==> config.mk <==
export PLATFORM = sky130hd
export DESIGN_NAME = word_load_unit
export DESIGN_NICKNAME = d
export VERILOG_FILES = /design/src/word_load_pkg.sv /design/src/word_load_unit.sv
export SDC_FILE = /design/constraint.sdc
export NUM_CORES = 1
export LEC_CHECK = 0
export ABC_CLOCK_PERIOD_IN_PS = 4600
export BUFFER_PORTS_ARGS = -buffer_cell sky130_fd_sc_hd__buf_2
export CORE_ASPECT_RATIO = 0.8
export CORE_MARGIN = 2
export CORE_UTILIZATION = 30
export CTS_BUF_LIST = sky130_fd_sc_hd__clkbuf_8
export DETAILED_ROUTE_END_ITERATION = 8
export PLACE_DENSITY_LB_ADDON = 0.12
export SETUP_SLACK_MARGIN = 0.05
export SLEW_MARGIN = 20
export SYNTH_ARGS = -nofsm -noshare
export SYNTH_HDL_FRONTEND = slang
export SYNTH_SLANG_ARGS = --single-unit
==> constraint.sdc <==
create_clock -name clk -period 4.6 [get_ports clk]
set_input_delay 0 -clock clk [delete_from_list [all_inputs] [get_ports clk]]
set_output_delay 0 -clock clk [all_outputs]
set_load 0.02 [all_outputs]
==> src/word_load_pkg.sv <==
// Shared constants and types for the word load unit
package word_load_pkg;
    localparam int XLEN = 64;
    localparam int WORD_W = 32;
    localparam int OFS16_W = 16;
    localparam int OFS9_W = 9;
    localparam int OFS11_W = 11;
    localparam logic [1:0] ALIGN_MASK = 2'h3;
    localparam int SIGN_BIT = 31;
    localparam logic [7:0] EXC_NONE = 8'h00;

    // Load kinds, one-hot
    typedef enum logic [4:0] {
        OP_INT = 5'b0_0001,
        OP_FLOAT = 5'b0_0010,
        OP_SECOND_COPROCESSOR = 5'b0_0100,
        OP_KUSER = 5'b0_1000,
        OP_LEFT = 5'b1_0000
    } load_op_type;

    // Pipeline states, one-hot
    typedef enum logic [2:0] {
        ST_IDLE = 3'b001,
        ST_XLATE = 3'b010,
        ST_MEM = 3'b100
    } load_state_type;

    // Segment access modes as seen by translation
    typedef enum logic [1:0] {
        SEG_KERNEL = 2'h0,
        SEG_MAPPED_USER_KERNEL = 2'h1,
        SEG_UNMAPPED_USER = 2'h2,
        SEG_MAPPED_USER = 2'h3
    } seg_mode_type;

    // Decoded load request
    typedef struct packed {
        load_op_type op;
        logic [4:0] rt;
        logic [15:0] offset;
        logic [63:0] base;
        logic [63:0] rt_old;
    } load_req_type;

    // Exception flags
    typedef struct packed {
        logic tlb_refill;
        logic tlb_invalid;
        logic bus_error;
        logic addr_error;
        logic reserved_instr;
        logic cop_unusable;
        logic watch;
        logic none;
    } load_exc_type;

    // Result written back
    typedef struct packed {
        logic int_we;
        logic float_we;
        logic second_coprocessor_we;
        logic [4:0] rt;
        logic [63:0] data;
    } load_result_type;
endpackage

==> src/word_load_unit.sv <==
// Word load execution unit: address, checks, lane select, merge, write back
// Operation
// Integer load address is base plus sign-extended 16-bit offset.
// Kernel user-space load sign-extends fetched word into integer register.
// Kernel user-space load address uses sign-extended 9-bit offset.
// Kernel user-space load translates mapped-user-kernel segments with user mapping.
// Kernel user-space load may also reach the other two user segment modes.
// Kernel user-space load exists only when enhanced virtual addressing is set.
// Kernel user-space load needs system coprocessor access, else exception.
// Before release 6, nonzero low address bits raise address error.
// Release 6 may accept misaligned word loads in hardware.
// Float load writes low word; upper half is undefined.
// Float load address is base plus sign-extended 16-bit offset.
// Float and coprocessor loads report translation, address, decode, unusable, watch.
// Integer load reports translation, bus, address and watch exceptions.
// Coprocessor two load writes sign-extended word to named register.
// Coprocessor two offset is 11 bits in release 6, else 16.
// Left merge loads top 1 to 4 bytes, keeps the rest.
// Left merge targets low word, replicates bit 31 upward.
// Left merge byte choice uses low address bits and endianness.
// Release 6 builds no left merge; misaligned loads are supported.
// Lane picked by address bit 2 and endian controls, byte index times eight.
module word_load_unit #(
    parameter bit RELEASE6 = 1'b0,
    parameter bit MISALIGN_OK = 1'b1
) (
    input wire logic clk,
    input wire logic rst,
    input wire logic req_valid,
    input wire word_load_pkg::load_req_type req,
    output logic req_ready,
    input wire logic enhanced_virt_addr_enable,
    input wire logic system_coprocessor_usable,
    input wire logic float_usable,
    input wire logic second_coprocessor_usable,
    input wire logic user_endian_swap,
    input wire logic cpu_big_endian_flag,
    output logic xlate_valid,
    output logic [63:0] effective_address,
    output logic xlate_user_mapping,
    input wire logic xlate_done,
    input wire word_load_pkg::seg_mode_type xlate_seg_mode,
    input wire logic xlate_tlb_refill,
    input wire logic xlate_tlb_invalid,
    input wire logic xlate_watch,
    output logic mem_valid,
    output logic [2:0] mem_byte_swizzle,
    input wire logic mem_done,
    input wire logic [63:0] mem_doubleword,
    input wire logic mem_bus_error,
    output logic done,
    output word_load_pkg::load_result_type result,
    output word_load_pkg::load_exc_type exc
);
    import word_load_pkg::*;

    // Refuse parameter sets the logic cannot serve, at elaboration
    if (XLEN != 64) begin : g_xlen_chk
        $error("word_load_unit serves 64-bit registers only");
    end
    if (RELEASE6 && !MISALIGN_OK) begin : g_misalign_chk
        $error("release 6 needs misaligned support");
    end

    load_state_type state_r, state_nxt;
    load_req_type req_r;
    logic [63:0] addr_r;
    logic [63:0] addr_nxt;
    load_exc_type exc_nxt;
    logic decode_fault;
    logic [2:0] byte_idx;
    logic [31:0] word_val;
    logic [31:0] left_val;

    // Sign-extend an offset of the given width held in the low bits
    function automatic logic [63:0] sext_ofs(input logic [15:0] ofs, input int width);
        logic [63:0] v;
        v = {{48{ofs[15]}}, ofs};
        if (width == OFS9_W) v = {{55{ofs[8]}}, ofs[8:0]};
        else if (width == OFS11_W) v = {{53{ofs[10]}}, ofs[10:0]};
        return v;
    endfunction

    // Effective address per load kind
    always_comb begin
        unique case (req.op)
            OP_KUSER: addr_nxt = req.base + sext_ofs(req.offset, OFS9_W);
            OP_SECOND_COPROCESSOR: addr_nxt = req.base + sext_ofs(req.offset,
                                    RELEASE6 ? OFS11_W : OFS16_W);
            OP_FLOAT: addr_nxt = req.base + sext_ofs(req.offset, OFS16_W);
            default: addr_nxt = req.base + sext_ofs(req.offset, OFS16_W);
        endcase
    end

    // Decode faults caught before any translation
    always_comb begin
        decode_fault = 1'b0;
        if (req.op == OP_KUSER) begin
            decode_fault = !enhanced_virt_addr_enable || !system_coprocessor_usable;
        end
        if (req.op == OP_LEFT && RELEASE6) decode_fault = 1'b1;
        if (req.op == OP_FLOAT && !float_usable) decode_fault = 1'b1;
        if (req.op == OP_SECOND_COPROCESSOR && !second_coprocessor_usable) decode_fault = 1'b1;
    end

    assign req_ready = (state_r == ST_IDLE);

    // State sequencing; no timeouts since partners always answer
    always_comb begin
        state_nxt = state_r;
        unique case (state_r)
            ST_IDLE: if (req_valid) state_nxt = decode_fault ? ST_IDLE : ST_XLATE;
            ST_XLATE: begin
                if (xlate_done) begin
                    state_nxt = ST_MEM;
                    if (xlate_tlb_refill || xlate_tlb_invalid || exc_nxt.addr_error ||
                        exc_nxt.watch || exc_nxt.reserved_instr) state_nxt = ST_IDLE;
                end
            end
            ST_MEM: if (mem_done) state_nxt = ST_IDLE;
            default: state_nxt = ST_IDLE;
        endcase
    end

    always_ff @(posedge clk) begin
        if (rst) state_r <= ST_IDLE;
        else state_r <= state_nxt;
    end

    // Capture the request and its address
    always_ff @(posedge clk) begin
        if (rst) begin
            req_r <= '0;
            addr_r <= 64'h0000_0000_0000_0000;
        end else if (req_valid && req_ready) begin
            req_r <= req;
            addr_r <= addr_nxt;
        end
    end

    // Translation request; user mapping only for the kernel user-space load
    assign xlate_valid = (state_r == ST_XLATE);
    assign effective_address = addr_r;
    assign xlate_user_mapping = (req_r.op == OP_KUSER);
    assign mem_valid = (state_r == ST_MEM);
    // Physical low bits swapped under reverse endian, word lane only
    assign mem_byte_swizzle = {user_endian_swap, 2'b00};

    // Exception collection for decode, translation and memory phases
    always_comb begin
        exc_nxt = '0;
        if (state_r == ST_IDLE) begin
            // Missing address mode only matters to the kernel user-space load
            exc_nxt.reserved_instr = decode_fault && (req.op == OP_LEFT ||
                (req.op == OP_KUSER && !enhanced_virt_addr_enable));
            exc_nxt.cop_unusable = decode_fault && !exc_nxt.reserved_instr;
        end else if (state_r == ST_XLATE) begin
            exc_nxt.tlb_refill = xlate_tlb_refill;
            exc_nxt.tlb_invalid = xlate_tlb_invalid;
            exc_nxt.watch = xlate_watch;
            // Left merge handles any alignment; others trap before release 6
            exc_nxt.addr_error = (req_r.op != OP_LEFT) &&
                (addr_r[1:0] & ALIGN_MASK) != 2'b00 && !(RELEASE6 && MISALIGN_OK);
            if (req_r.op == OP_KUSER) begin
                exc_nxt.addr_error = exc_nxt.addr_error ||
                    !(xlate_seg_mode inside {SEG_MAPPED_USER_KERNEL, SEG_UNMAPPED_USER,
                                             SEG_MAPPED_USER});
            end
        end else begin
            // Bus error only on kinds that can report it
            exc_nxt.bus_error = mem_bus_error &&
                !(req_r.op inside {OP_FLOAT, OP_SECOND_COPROCESSOR});
        end
        exc_nxt.none = !(exc_nxt.tlb_refill || exc_nxt.tlb_invalid || exc_nxt.bus_error ||
                         exc_nxt.addr_error || exc_nxt.reserved_instr ||
                         exc_nxt.cop_unusable || exc_nxt.watch);
    end

    // Lane and byte selection
    always_comb begin
        byte_idx = {addr_r[2] ^ cpu_big_endian_flag, addr_r[1:0]};
        word_val = mem_doubleword[8 * byte_idx +: 32];
    end

    // Left merge: memory bytes at top, old register bytes kept below
    function automatic logic [31:0] merge_left(input logic [63:0] dw, input logic [1:0] lo,
                                               input logic big, input logic [2:0] a,
                                               input logic [31:0] old);
        logic [1:0] b;
        logic [31:0] mw;
        logic [31:0] t;
        b = lo ^ {2{big}};
        mw = (a[2] ^ big) ? dw[63:32] : dw[31:0];
        unique case (b)
            2'h0: t = {mw[7:0], old[23:0]};
            2'h1: t = {mw[15:0], old[15:0]};
            2'h2: t = {mw[23:0], old[7:0]};
            default: t = mw;
        endcase
        return t;
    endfunction

    assign left_val = merge_left(mem_doubleword, addr_r[1:0], cpu_big_endian_flag,
                                 addr_r[2:0], req_r.rt_old[31:0]);

    // Registered result and exception report
    always_ff @(posedge clk) begin
        if (rst) begin
            done <= 1'b0;
            result <= '0;
            exc <= '0;
        end else begin
            done <= 1'b0;
            result.int_we <= 1'b0;
            result.float_we <= 1'b0;
            result.second_coprocessor_we <= 1'b0;
            if ((state_r == ST_IDLE && req_valid && decode_fault) ||
                (state_r == ST_XLATE && xlate_done && state_nxt == ST_IDLE) ||
                (state_r == ST_MEM && mem_done)) begin
                done <= 1'b1;
                exc <= exc_nxt;
                result.rt <= (state_r == ST_IDLE) ? req.rt : req_r.rt;
                if (state_r == ST_MEM && !exc_nxt.bus_error) begin
                    unique case (req_r.op)
                        OP_FLOAT: begin
                            // Upper half left as zero; software may not rely on it
                            result.data <= {32'h0000_0000, word_val};
                            result.float_we <= 1'b1;
                        end
                        OP_SECOND_COPROCESSOR: begin
                            result.data <= {{32{word_val[SIGN_BIT]}}, word_val};
                            result.second_coprocessor_we <= 1'b1;
                        end
                        OP_LEFT: begin
                            result.data <= {{32{left_val[SIGN_BIT]}}, left_val};
                            result.int_we <= 1'b1;
                        end
                        default: begin
                            result.data <= {{32{word_val[SIGN_BIT]}}, word_val};
                            result.int_we <= 1'b1;
                        end
                    endcase
                end
            end
        end
    end

    // Assertions
    property p_kuser_gate;
        @(posedge clk) disable iff (rst)
        (req_valid && req_ready && req.op == OP_KUSER && !enhanced_virt_addr_enable)
            |=> done && exc.reserved_instr;
    endproperty
    a_kuser_gate: assert property (p_kuser_gate) else $error("gated load not refused");

    property p_cop0_gate;
        @(posedge clk) disable iff (rst)
        (req_valid && req_ready && req.op == OP_KUSER && enhanced_virt_addr_enable &&
         !system_coprocessor_usable) |=> done && exc.cop_unusable;
    endproperty
    a_cop0_gate: assert property (p_cop0_gate) else $error("no unusable trap");

    property p_int_addr;
        @(posedge clk) disable iff (rst)
        (req_valid && req_ready && req.op == OP_INT) |=>
            effective_address == $past(req.base) + {{48{$past(req.offset[15])}},
                                                    $past(req.offset)};
    endproperty
    a_int_addr: assert property (p_int_addr) else $error("bad integer address");

    property p_kuser_addr;
        @(posedge clk) disable iff (rst)
        (req_valid && req_ready && req.op == OP_KUSER) |=>
            effective_address == $past(req.base) + {{55{$past(req.offset[8])}},
                                                    $past(req.offset[8:0])};
    endproperty
    a_kuser_addr: assert property (p_kuser_addr) else $error("bad 9-bit address");

    property p_user_map;
        @(posedge clk) disable iff (rst)
        (req_valid && req_ready && !decode_fault) |=>
            xlate_valid && (xlate_user_mapping == ($past(req.op) == OP_KUSER));
    endproperty
    a_user_map: assert property (p_user_map) else $error("wrong mapping select");

    property p_align;
        @(posedge clk) disable iff (rst)
        (xlate_valid && xlate_done && !RELEASE6 && req_r.op == OP_INT &&
         effective_address[1:0] != 2'b00) |=> done && exc.addr_error;
    endproperty
    a_align: assert property (p_align) else $error("misaligned load not trapped");

    property p_sign;
        @(posedge clk) disable iff (rst)
        (done && (result.int_we || result.second_coprocessor_we)) |->
            result.data[63:32] == {32{result.data[31]}};
    endproperty
    a_sign: assert property (p_sign) else $error("upper half not sign copy");

    property p_no_left_r6;
        @(posedge clk) disable iff (rst)
        (req_valid && req_ready && req.op == OP_LEFT) |=>
            (RELEASE6 ? (done && exc.reserved_instr && !result.int_we) : xlate_valid);
    endproperty
    a_no_left_r6: assert property (p_no_left_r6) else $error("left merge handling wrong");

    c_int_load: cover property (@(posedge clk) disable iff (rst) done && result.int_we);
    c_float_load: cover property (@(posedge clk) disable iff (rst) done && result.float_we);
    c_second_coprocessor_load: cover property (@(posedge clk) disable iff (rst) done && result.second_coprocessor_we);
    c_addr_err: cover property (@(posedge clk) disable iff (rst) done && exc.addr_error);
endmodule

# == Word-level counts from Yosys, hierarchy flattened ==
# Cells that the tools add are included.
# W data, S select, Z words.
# word_totals
wordCells,115
regBits,182
input_bits,235
# op_classes
bitwise_logic,4
reduce_logical,44
mux,27
n_eq_ne,18
add_sub_neg,2
shifts,1
# op_table
cell,count
$add A64 B64 Y64,2
$mux W64,2
$pmux W64 S2,1
$pmux W32 S3,1
$shiftx A64 B7 Y32,1
$mux W32,1
$logic_or A1 B1 Y1,15
$logic_and A1 B1 Y1,13
$mux W1,12
$mux W3,4
$eq A5 B2 Y1 const B,2
$eq A5 B3 Y1 const B,2
$eq A5 B4 Y1 const B,2
$eq A5 B5 Y1 const B,2
$logic_not A1 Y1,9
$pmux W3 S3,1
$eq A2 B2 Y1 const B,3
$eq A3 B1 Y1 const B,2
$mux W2,3
$mux W5,1
$ne A5 B5 Y1 const B,1
$eq A2 B1 Y1 const B,2
$mux W4,1
$reduce_bool A2 Y1,2
10 further kinds,11

# == Logic depth before layout (Yosys ltp) ==
# Gate-level depths: netlist of run 1.
# depth
depth_word,19
ltp_mapped,15
ltp_nobuf,13

# == Worst setup path before layout of run 1 ==
# No wires, ideal clock.
# synth_path
path_kind,input to register
start,in req[149] (netlist name)
end,reg addr_r[48] (netlist: effective_address[48])
required_ps,4472
setup_slack_ps,619
cell_stages,15
n_path_buf,2
arrival_time_ps,3853
cell_sequence,nor4_2 and3_1 clkbuf_1 a21o_1 ha_1 clkbuf_1 a21oi_1 nor3_1 o41ai_1 a31oi_1 nor4_1 o21ai_0 a21boi_0 xor2_1 o21ai_0
# synth_between
elab_chain_len,2
# synth_rtl
element,line,rtl
start: declaration,word_load_unit.sv:30,"input wire word_load_pkg::load_req_type req,"
$eq A5 B4 Y1,word_load_unit.sv:86,unique case (req.op)
$mux W64,-,
end signal: assignment,word_load_unit.sv:137,addr_r <= addr_nxt;
end: declaration,word_load_unit.sv:67,logic [63:0] addr_r;
# No other way between the ends.
# A chain may end at the register's enable or synchronous reset.

# == Final worst setup path of run 1 ==
# layout_path
start,in req[150] (netlist name)
end,reg addr_r[63] (netlist: effective_address[63])
# The elaborated chain is that of the path after synthesis.

==> results of run 1 <==
[registers in the layout, indices dropped and copies added (netlist names)]
register / cells
effective_address: 64
exc: 8
done: 1
state_r: 3
result: 41
req_r: 34
[final timing paths]
check | endpoint | cells after the start
setup / recovery | effective_address[63] | 18
hold reg to reg | effective_address[4] | 2
hold / removal | mem_byte_swizzle[2] | 0
setup reg to reg | result[62] | 10
[placed cells by master (no fill, tap or decap), types with 47 or more instances in the layout]
cell type and count:
dlygate4sd3_1 59, nor2_1 100, nand2_1 273, ha_1 63, dfxtp_1 149, o211ai_1 47
buf_2 341, o21ai_0 90, mux2i_1 82, a21oi_1 197
[routing by layer]
layer	up-vias	part of all wire [%]	GRT usage (%)
li1	6661	-	-
met1	6492	51	34.64
met2	380	42	32.57
met3	36	6.1	5.486
met4	4	1.1	4.832
met5	-	0.033	0
[Yosys cell counts, types with 5 or more instances]
cell,number
a31oi_1,15
nand4_1,30
mux2i_1,83
mux4_2,20
a221oi_1,12
xor2_1,18
nor4_1,9
buf_2,13
o31ai_1,9
nand2b_1,15
nor3b_1,6
a21oi_1,197
a21o_1,43
nor3_1,35
nor2b_1,7
buf_1,12
o21ai_0,90
buf_4,40
a211oi_1,22
a211o_1,5
and3_1,14
or3_1,10
o211ai_1,47
o21ai_1,6
mux2_2,9
o22a_1,6
nand3_1,43
clkbuf_1,85
o21a_1,11
nand2_1,275
o21bai_1,13
dfxtp_1,151
and2_1,13
inv_1,23
ha_1,63
o22ai_1,14
nor2_1,101
xnor2_1,26
[kinds of logic (layout without fill, tap and decap cells)]
kind of cell / after synthesis / in the layout / synth area share (%)
other cells: 1 / 7 / 0.03001
compound gates: 533 / 533 / 26.90
xor+xnor: 44 / 44 / 3.084
buf+inv: 179 / 488 / 6.948
simple gates: 580 / 580 / 21.32
flops: 151 / 151 / 24.19
mux: 112 / 112 / 11.06
fa+ha+maj: 64 / 64 / 6.468
[area by class of cell]
cell class	instances	area, µm²	area share, %
Inverter	25	93.84	0.6079
Multi-Input combinational cell	1335	8671	56.17
Sequential cell	151	3028	19.61
Tap cell	544	680.7	4.409
Clock inverter	13	141.4	0.9159
Clock buffer	18	247.7	1.605
Timing Repair Buffer	432	2562	16.60
Antenna cell	5	12.51	0.08105
[report_power, final]
group          internal (mW)  switching, mW  leakage [nW]  total (mW)
clock network          0.455          0.652         0.189        1.11
logic                  0.730           1.17          5.26        1.90
registers               1.41         0.0785          1.23        1.49
[worst max-delay path, delay by kind of cell]
kind / cells / cell delay, ns
and+or+nand+nor: 8 / 1.88
buffers and inverters: 5 / 1.72
AOI/OAI and AO/OA: 4 / 0.65
adders and majority gates: 1 / 0.33
[what timing repair did]
item                       4_1_cts  5_1_grt
hold buffers                    59        0
hold endpoints to repair        56        0
gates resized for setup          0        4
buffers inserted                 0        1
setup endpoints to repair        0        8
==> results.ini, run 1 <==
[worst_hold_path]
worstHoldStart=user_endian_swap
hp-class=input port to output pin

[power]
peakVddDrop_mv=0.1591
p_per_area_nw_per_um2=291.6
total_power_mw=4.501
p_leak_nw=6.677

[cts]
clock-sinks=151
cts_tree=yes
max-clock-path-buffers=2
cts-root-buf=clkbuf_8
clk_latency_ns=0.53
cts_max_level=4
clk_pin_slew_ns=0.10
cts_made_buffers=17

[placement]
pre_cts_slack_ns=0.2623
port-buffer-count=342
hpwl_mm=38.43
dpl.cell_count=2427
place_congestion=0.9588
dpl-instance-area_um2=14420

[floorplan]
die_y_um=186.6
core_area_um2=40880
die_x_um=232.2
initial_utilization_pct=30.57
num_rows=66
die-area_um2=43320
io_pins=387

[worst_setup_path]
cp-end-kind=register
critPathLaunchType=input port
crit_path_start=req[150]
path_cells=dlygate4sd3_1 -> buf_2 -> nor4_4 -> and3_1 -> a21o_1 -> buf_12 -> ha_1 -> nand4_1 -> or3_1 -> nor3_1 -> nand3_1 -> a31oi_1 -> buf_4 -> o31ai_2 -> a21oi_1 -> nand3b_1 -> dlygate4sd3_1 -> nand3_1
path_max_fanout=49
r2r_slack_ns=0.67
cp.required_ns=5.02
critical_path_class=input port to register
slowest_delay_ns=0.56
cp_slowest_cell=dlygate4sd3_1
arrival_ns=4.61
reg2reg_from=req_r[150]

[logic_synthesis]
syn_area_um2=12500
ys_seq_area_share_pct=24.19
yosysUniqueCellTypes=78
synthTopCellsByArea=dfxtp_1, nand2_1, a21oi_1
netlist.area_leader.share_pct=24.19
synth_edf_count=0
ys_ff_latch=151
syn_inst=1664
async_flop_share_pct=0
avgSynthCellArea_um2=7.510
synth_top_flop_cell=dfxtp_1
yosysWarnings=0
synth_top_cell_by_area=dfxtp_1

[cells_and_area]
fin_util_pct=37.77
final_area_um2=15440
nets=2261
finalNonFillerCells=2523
n_fill_cell=4431
final_layout_size_suffix_gt1_share_pct=23.71
area_delta_synth_final_pct=23.53

[grt]
grt_pass1_vias=12880
grt_max_degree=77
overflow=0
grt_pass1_wl_mm=77.16
gr-usage-all-layers_pct=22.95
antenna_found_initial=7

[sta]
rsz0062_at_grt=false
hold_viol=0
fin_worst_skew_ns=0.02085
fmax_mhz=238.3
fin_ws_ns=0.4042
drv_slew=0
finalSetupViolations=0
relSlewSlack_pct=33.93
holdWs_ns=0.0001670
max_slew.worst_pin.slew_ns=0.9910
tns_ns=0
finalCriticalPeriod_ns=4.196
fin_crit_sh_pct=91.21

[routing]
wire_per_inst_um=20.18
drc_errors=0
drt_iter0_drc=1047
via_per_inst=5.380
drt_pass1_iterations=5
vias=13570
antenna_left=0
wl_mm=50.92

[run]
max_cap_violations=0

[outcome]
status=finished clean

Note: power is estimated with default switching activity, not from simulation.
==> run 2, diff against run 1 <==
--- a/config.mk
+++ b/config.mk
@@ -9,7 +9,7 @@
 export BUFFER_PORTS_ARGS = -buffer_cell sky130_fd_sc_hd__buf_2
 export CORE_ASPECT_RATIO = 0.8
 export CORE_MARGIN = 2
-export CORE_UTILIZATION = 30
+export CORE_UTILIZATION = 43
 export CTS_BUF_LIST = sky130_fd_sc_hd__clkbuf_8
 export DETAILED_ROUTE_END_ITERATION = 8
 export PLACE_DENSITY_LB_ADDON = 0.12
==> run 2 against run 1 <==
Net effect:
- wire length down 10%
- register-to-register slack worse by 0.06 ns
- clock power about the same
- clock skew down 0.0054 ns
- non-clock buffer count down 13
- first-iteration DRC count up 10%
- hold slack about the same
- worst setup slack worse by 0.11 ns
- via count up 0.27%
- fmax down 2.5%
==> results.ini, run 2 (synthesized netlist as in run 1, its figures left out) <==
[outcome]
status=finished clean

[sta]
finalSetupViolations=0  ; unchanged
fmax_mhz=232.3  ; -2.5%
tns_ns=0  ; unchanged
max_slew.worst_pin.slew_ns=1.047  ; +0.05561 ns
rsz0062_at_grt=false
fin_worst_skew_ns=0.01542  ; -0.005426 ns
hold_viol=0  ; unchanged
drv_slew=0  ; unchanged
relSlewSlack_pct=30.15  ; -3.8 points
fin_crit_sh_pct=93.58  ; +2.4 points
finalCriticalPeriod_ns=4.305  ; +0.1090 ns

[placement]
place_congestion=0.9746  ; +1.6%
hpwl_mm=34.29  ; -11%
dpl.cell_count=2243  ; -7.6%
port-buffer-count=342  ; unchanged

[worst_setup_path]
slowest_delay_ns=0.52  ; -0.04 ns
cp-end-kind=register
critPathLaunchType=input port
path_max_fanout=49  ; unchanged
path_delay_family=compound AO/OA/AOI/OAI gates
arrival_ns=4.65  ; +0.04 ns
cpMostUsedCell=o21ai_0
cp.required_ns=4.94  ; -0.08 ns
path_cells=dlygate4sd3_1 -> buf_2 -> nor4_4 -> and3_1 -> a21o_1 -> buf_12 -> ha_1 -> a21oi_1 -> nor3_1 -> o41ai_1 -> a31oi_1 -> nor4_1 -> buf_4 -> o21ai_0 -> a21boi_0 -> xor2_1 -> o21ai_0
path_buf_inv=4  ; -1
critical_path_class=input port to register
cp_slowest_cell=dlygate4sd3_1

[cells_and_area]
area_delta_synth_final_pct=21.22
nets=2248  ; -0.57%
finalNonFillerCells=2337  ; -7.4%
final_cell_mix=buf_2, nand2_1, a21oi_1, dfxtp_1, nor2_1
largest_reg_flops=64  ; unchanged
n_fill_cell=2831  ; -36%
final_common_cell=buf_2
final_layout_size_suffix_gt1_share_pct=23.19  ; -0.52 points

[grt]
gr-usage-all-layers_pct=29.09  ; +6.1 points
grt_pass1_wl_mm=69.89  ; -9.4%
grt_pass1_vias=12640  ; -1.9%
overflow=0  ; unchanged
antenna_found_initial=6  ; -1
grt_max_degree=85  ; +10%

[floorplan]
io_pins=387  ; unchanged
die_y_um=156.5  ; -16%
num_rows=55  ; -17%
core_area_um2=28420  ; -30%
initial_utilization_pct=43.97  ; +13 points
die_x_um=194.6  ; -16%
die-area_um2=30450  ; -30%

[power]
p_leak_nw=6.666  ; -0.16%
p_per_area_nw_per_um2=295.3  ; +1.3%
total_power_mw=4.473  ; -0.63%
peakVddDrop_mv=0.1957  ; +23%

[routing]
drt_pass1_iterations=6  ; +1
vias=13610  ; +0.27%
via_per_inst=5.824  ; +8.3%
drc_errors=0  ; unchanged
wl_mm=45.68  ; -10%
antenna_left=0  ; unchanged
wire_per_inst_um=19.54  ; -3.2%
drt_iter0_drc=1154  ; +10%

[cts]
cts_setup_buffers=0  ; unchanged
cts-root-buf=clkbuf_8
clk_latency_ns=0.49  ; -0.04 ns
cts_made_buffers=17  ; unchanged
clock-sinks=151  ; unchanged
cts_tree=yes
clk_pin_slew_ns=0.10  ; about the same
cts_max_level=4  ; unchanged
max-clock-path-buffers=2  ; unchanged

[run]
max_cap_violations=0  ; unchanged

[worst_hold_path]
hp-class=input port to output pin

-- run 2: timing repair --
| item | 4_1_cts | 5_1_grt |
|---|---|---|
| gates resized for setup | 0 | 1 |
| hold buffers | 57 | 0 |
| endpoints found under the setup margin | 0 | 15 |
| hold endpoints to repair | 59 | 0 |
-- run 2: path summary, 6_finish.rpt --
kind / startpoint / endpoint / slack [ns] / cells after the start
max: req[149] / effective_address[48] / 0.30 / 17
max reg2reg: req_r[150] / result[10] / 0.61 / 10
min: user_endian_swap / mem_byte_swizzle[2] / 0.0004 / 0
min reg2reg: effective_address[18] / effective_address[18] / 0.45 / 2
-- run 2: area by class of cell --
cell class,count,area [µm²],area share (%)
diodes,5,12.51,0.08260
clock buffers,17,234.0,1.545
clock inverters,15,205.2,1.355
inverters,25,93.84,0.6195
multi-input cells,1335,8652,57.12
flip-flops and latches,151,3028,19.99
well taps,370,462.9,3.056
repair buffers,419,2460,16.24
-- run 2: power breakdown --
part           switching (mW)  internal (mW)
combinational            1.14          0.714
clock                   0.667          0.470
sequential             0.0661           1.41
total                    1.88           2.60
-- run 2: metal layers --
metal | share of wire [%] | track usage, %
met4 | 2.4 | 9.377
met2 | 41 | 42.53
met5 | 0.028 | 0
met1 | 47 | 41.21
met3 | 9.3 | 7.909
-- run 2: stage by stage --
stage / worst slack (ns) / hold slack, ns / area (µm²) / utilization (%)
finish: 0.2953 / 0.0004269 / 15150 / 53.30
global route: 0.09046 / 0.0003075 / 15140 / 53.28
CTS: 0.2439 / 0.0005299 / 15130 / 53.22
detailed placement: 0.3022 / 0.0005299 / 14120 / 49.67
global placement: 0.3526 / 0.0005299 / 14120 / 49.67
floorplan: 0.6185 / 0.1126 / 12500 / -
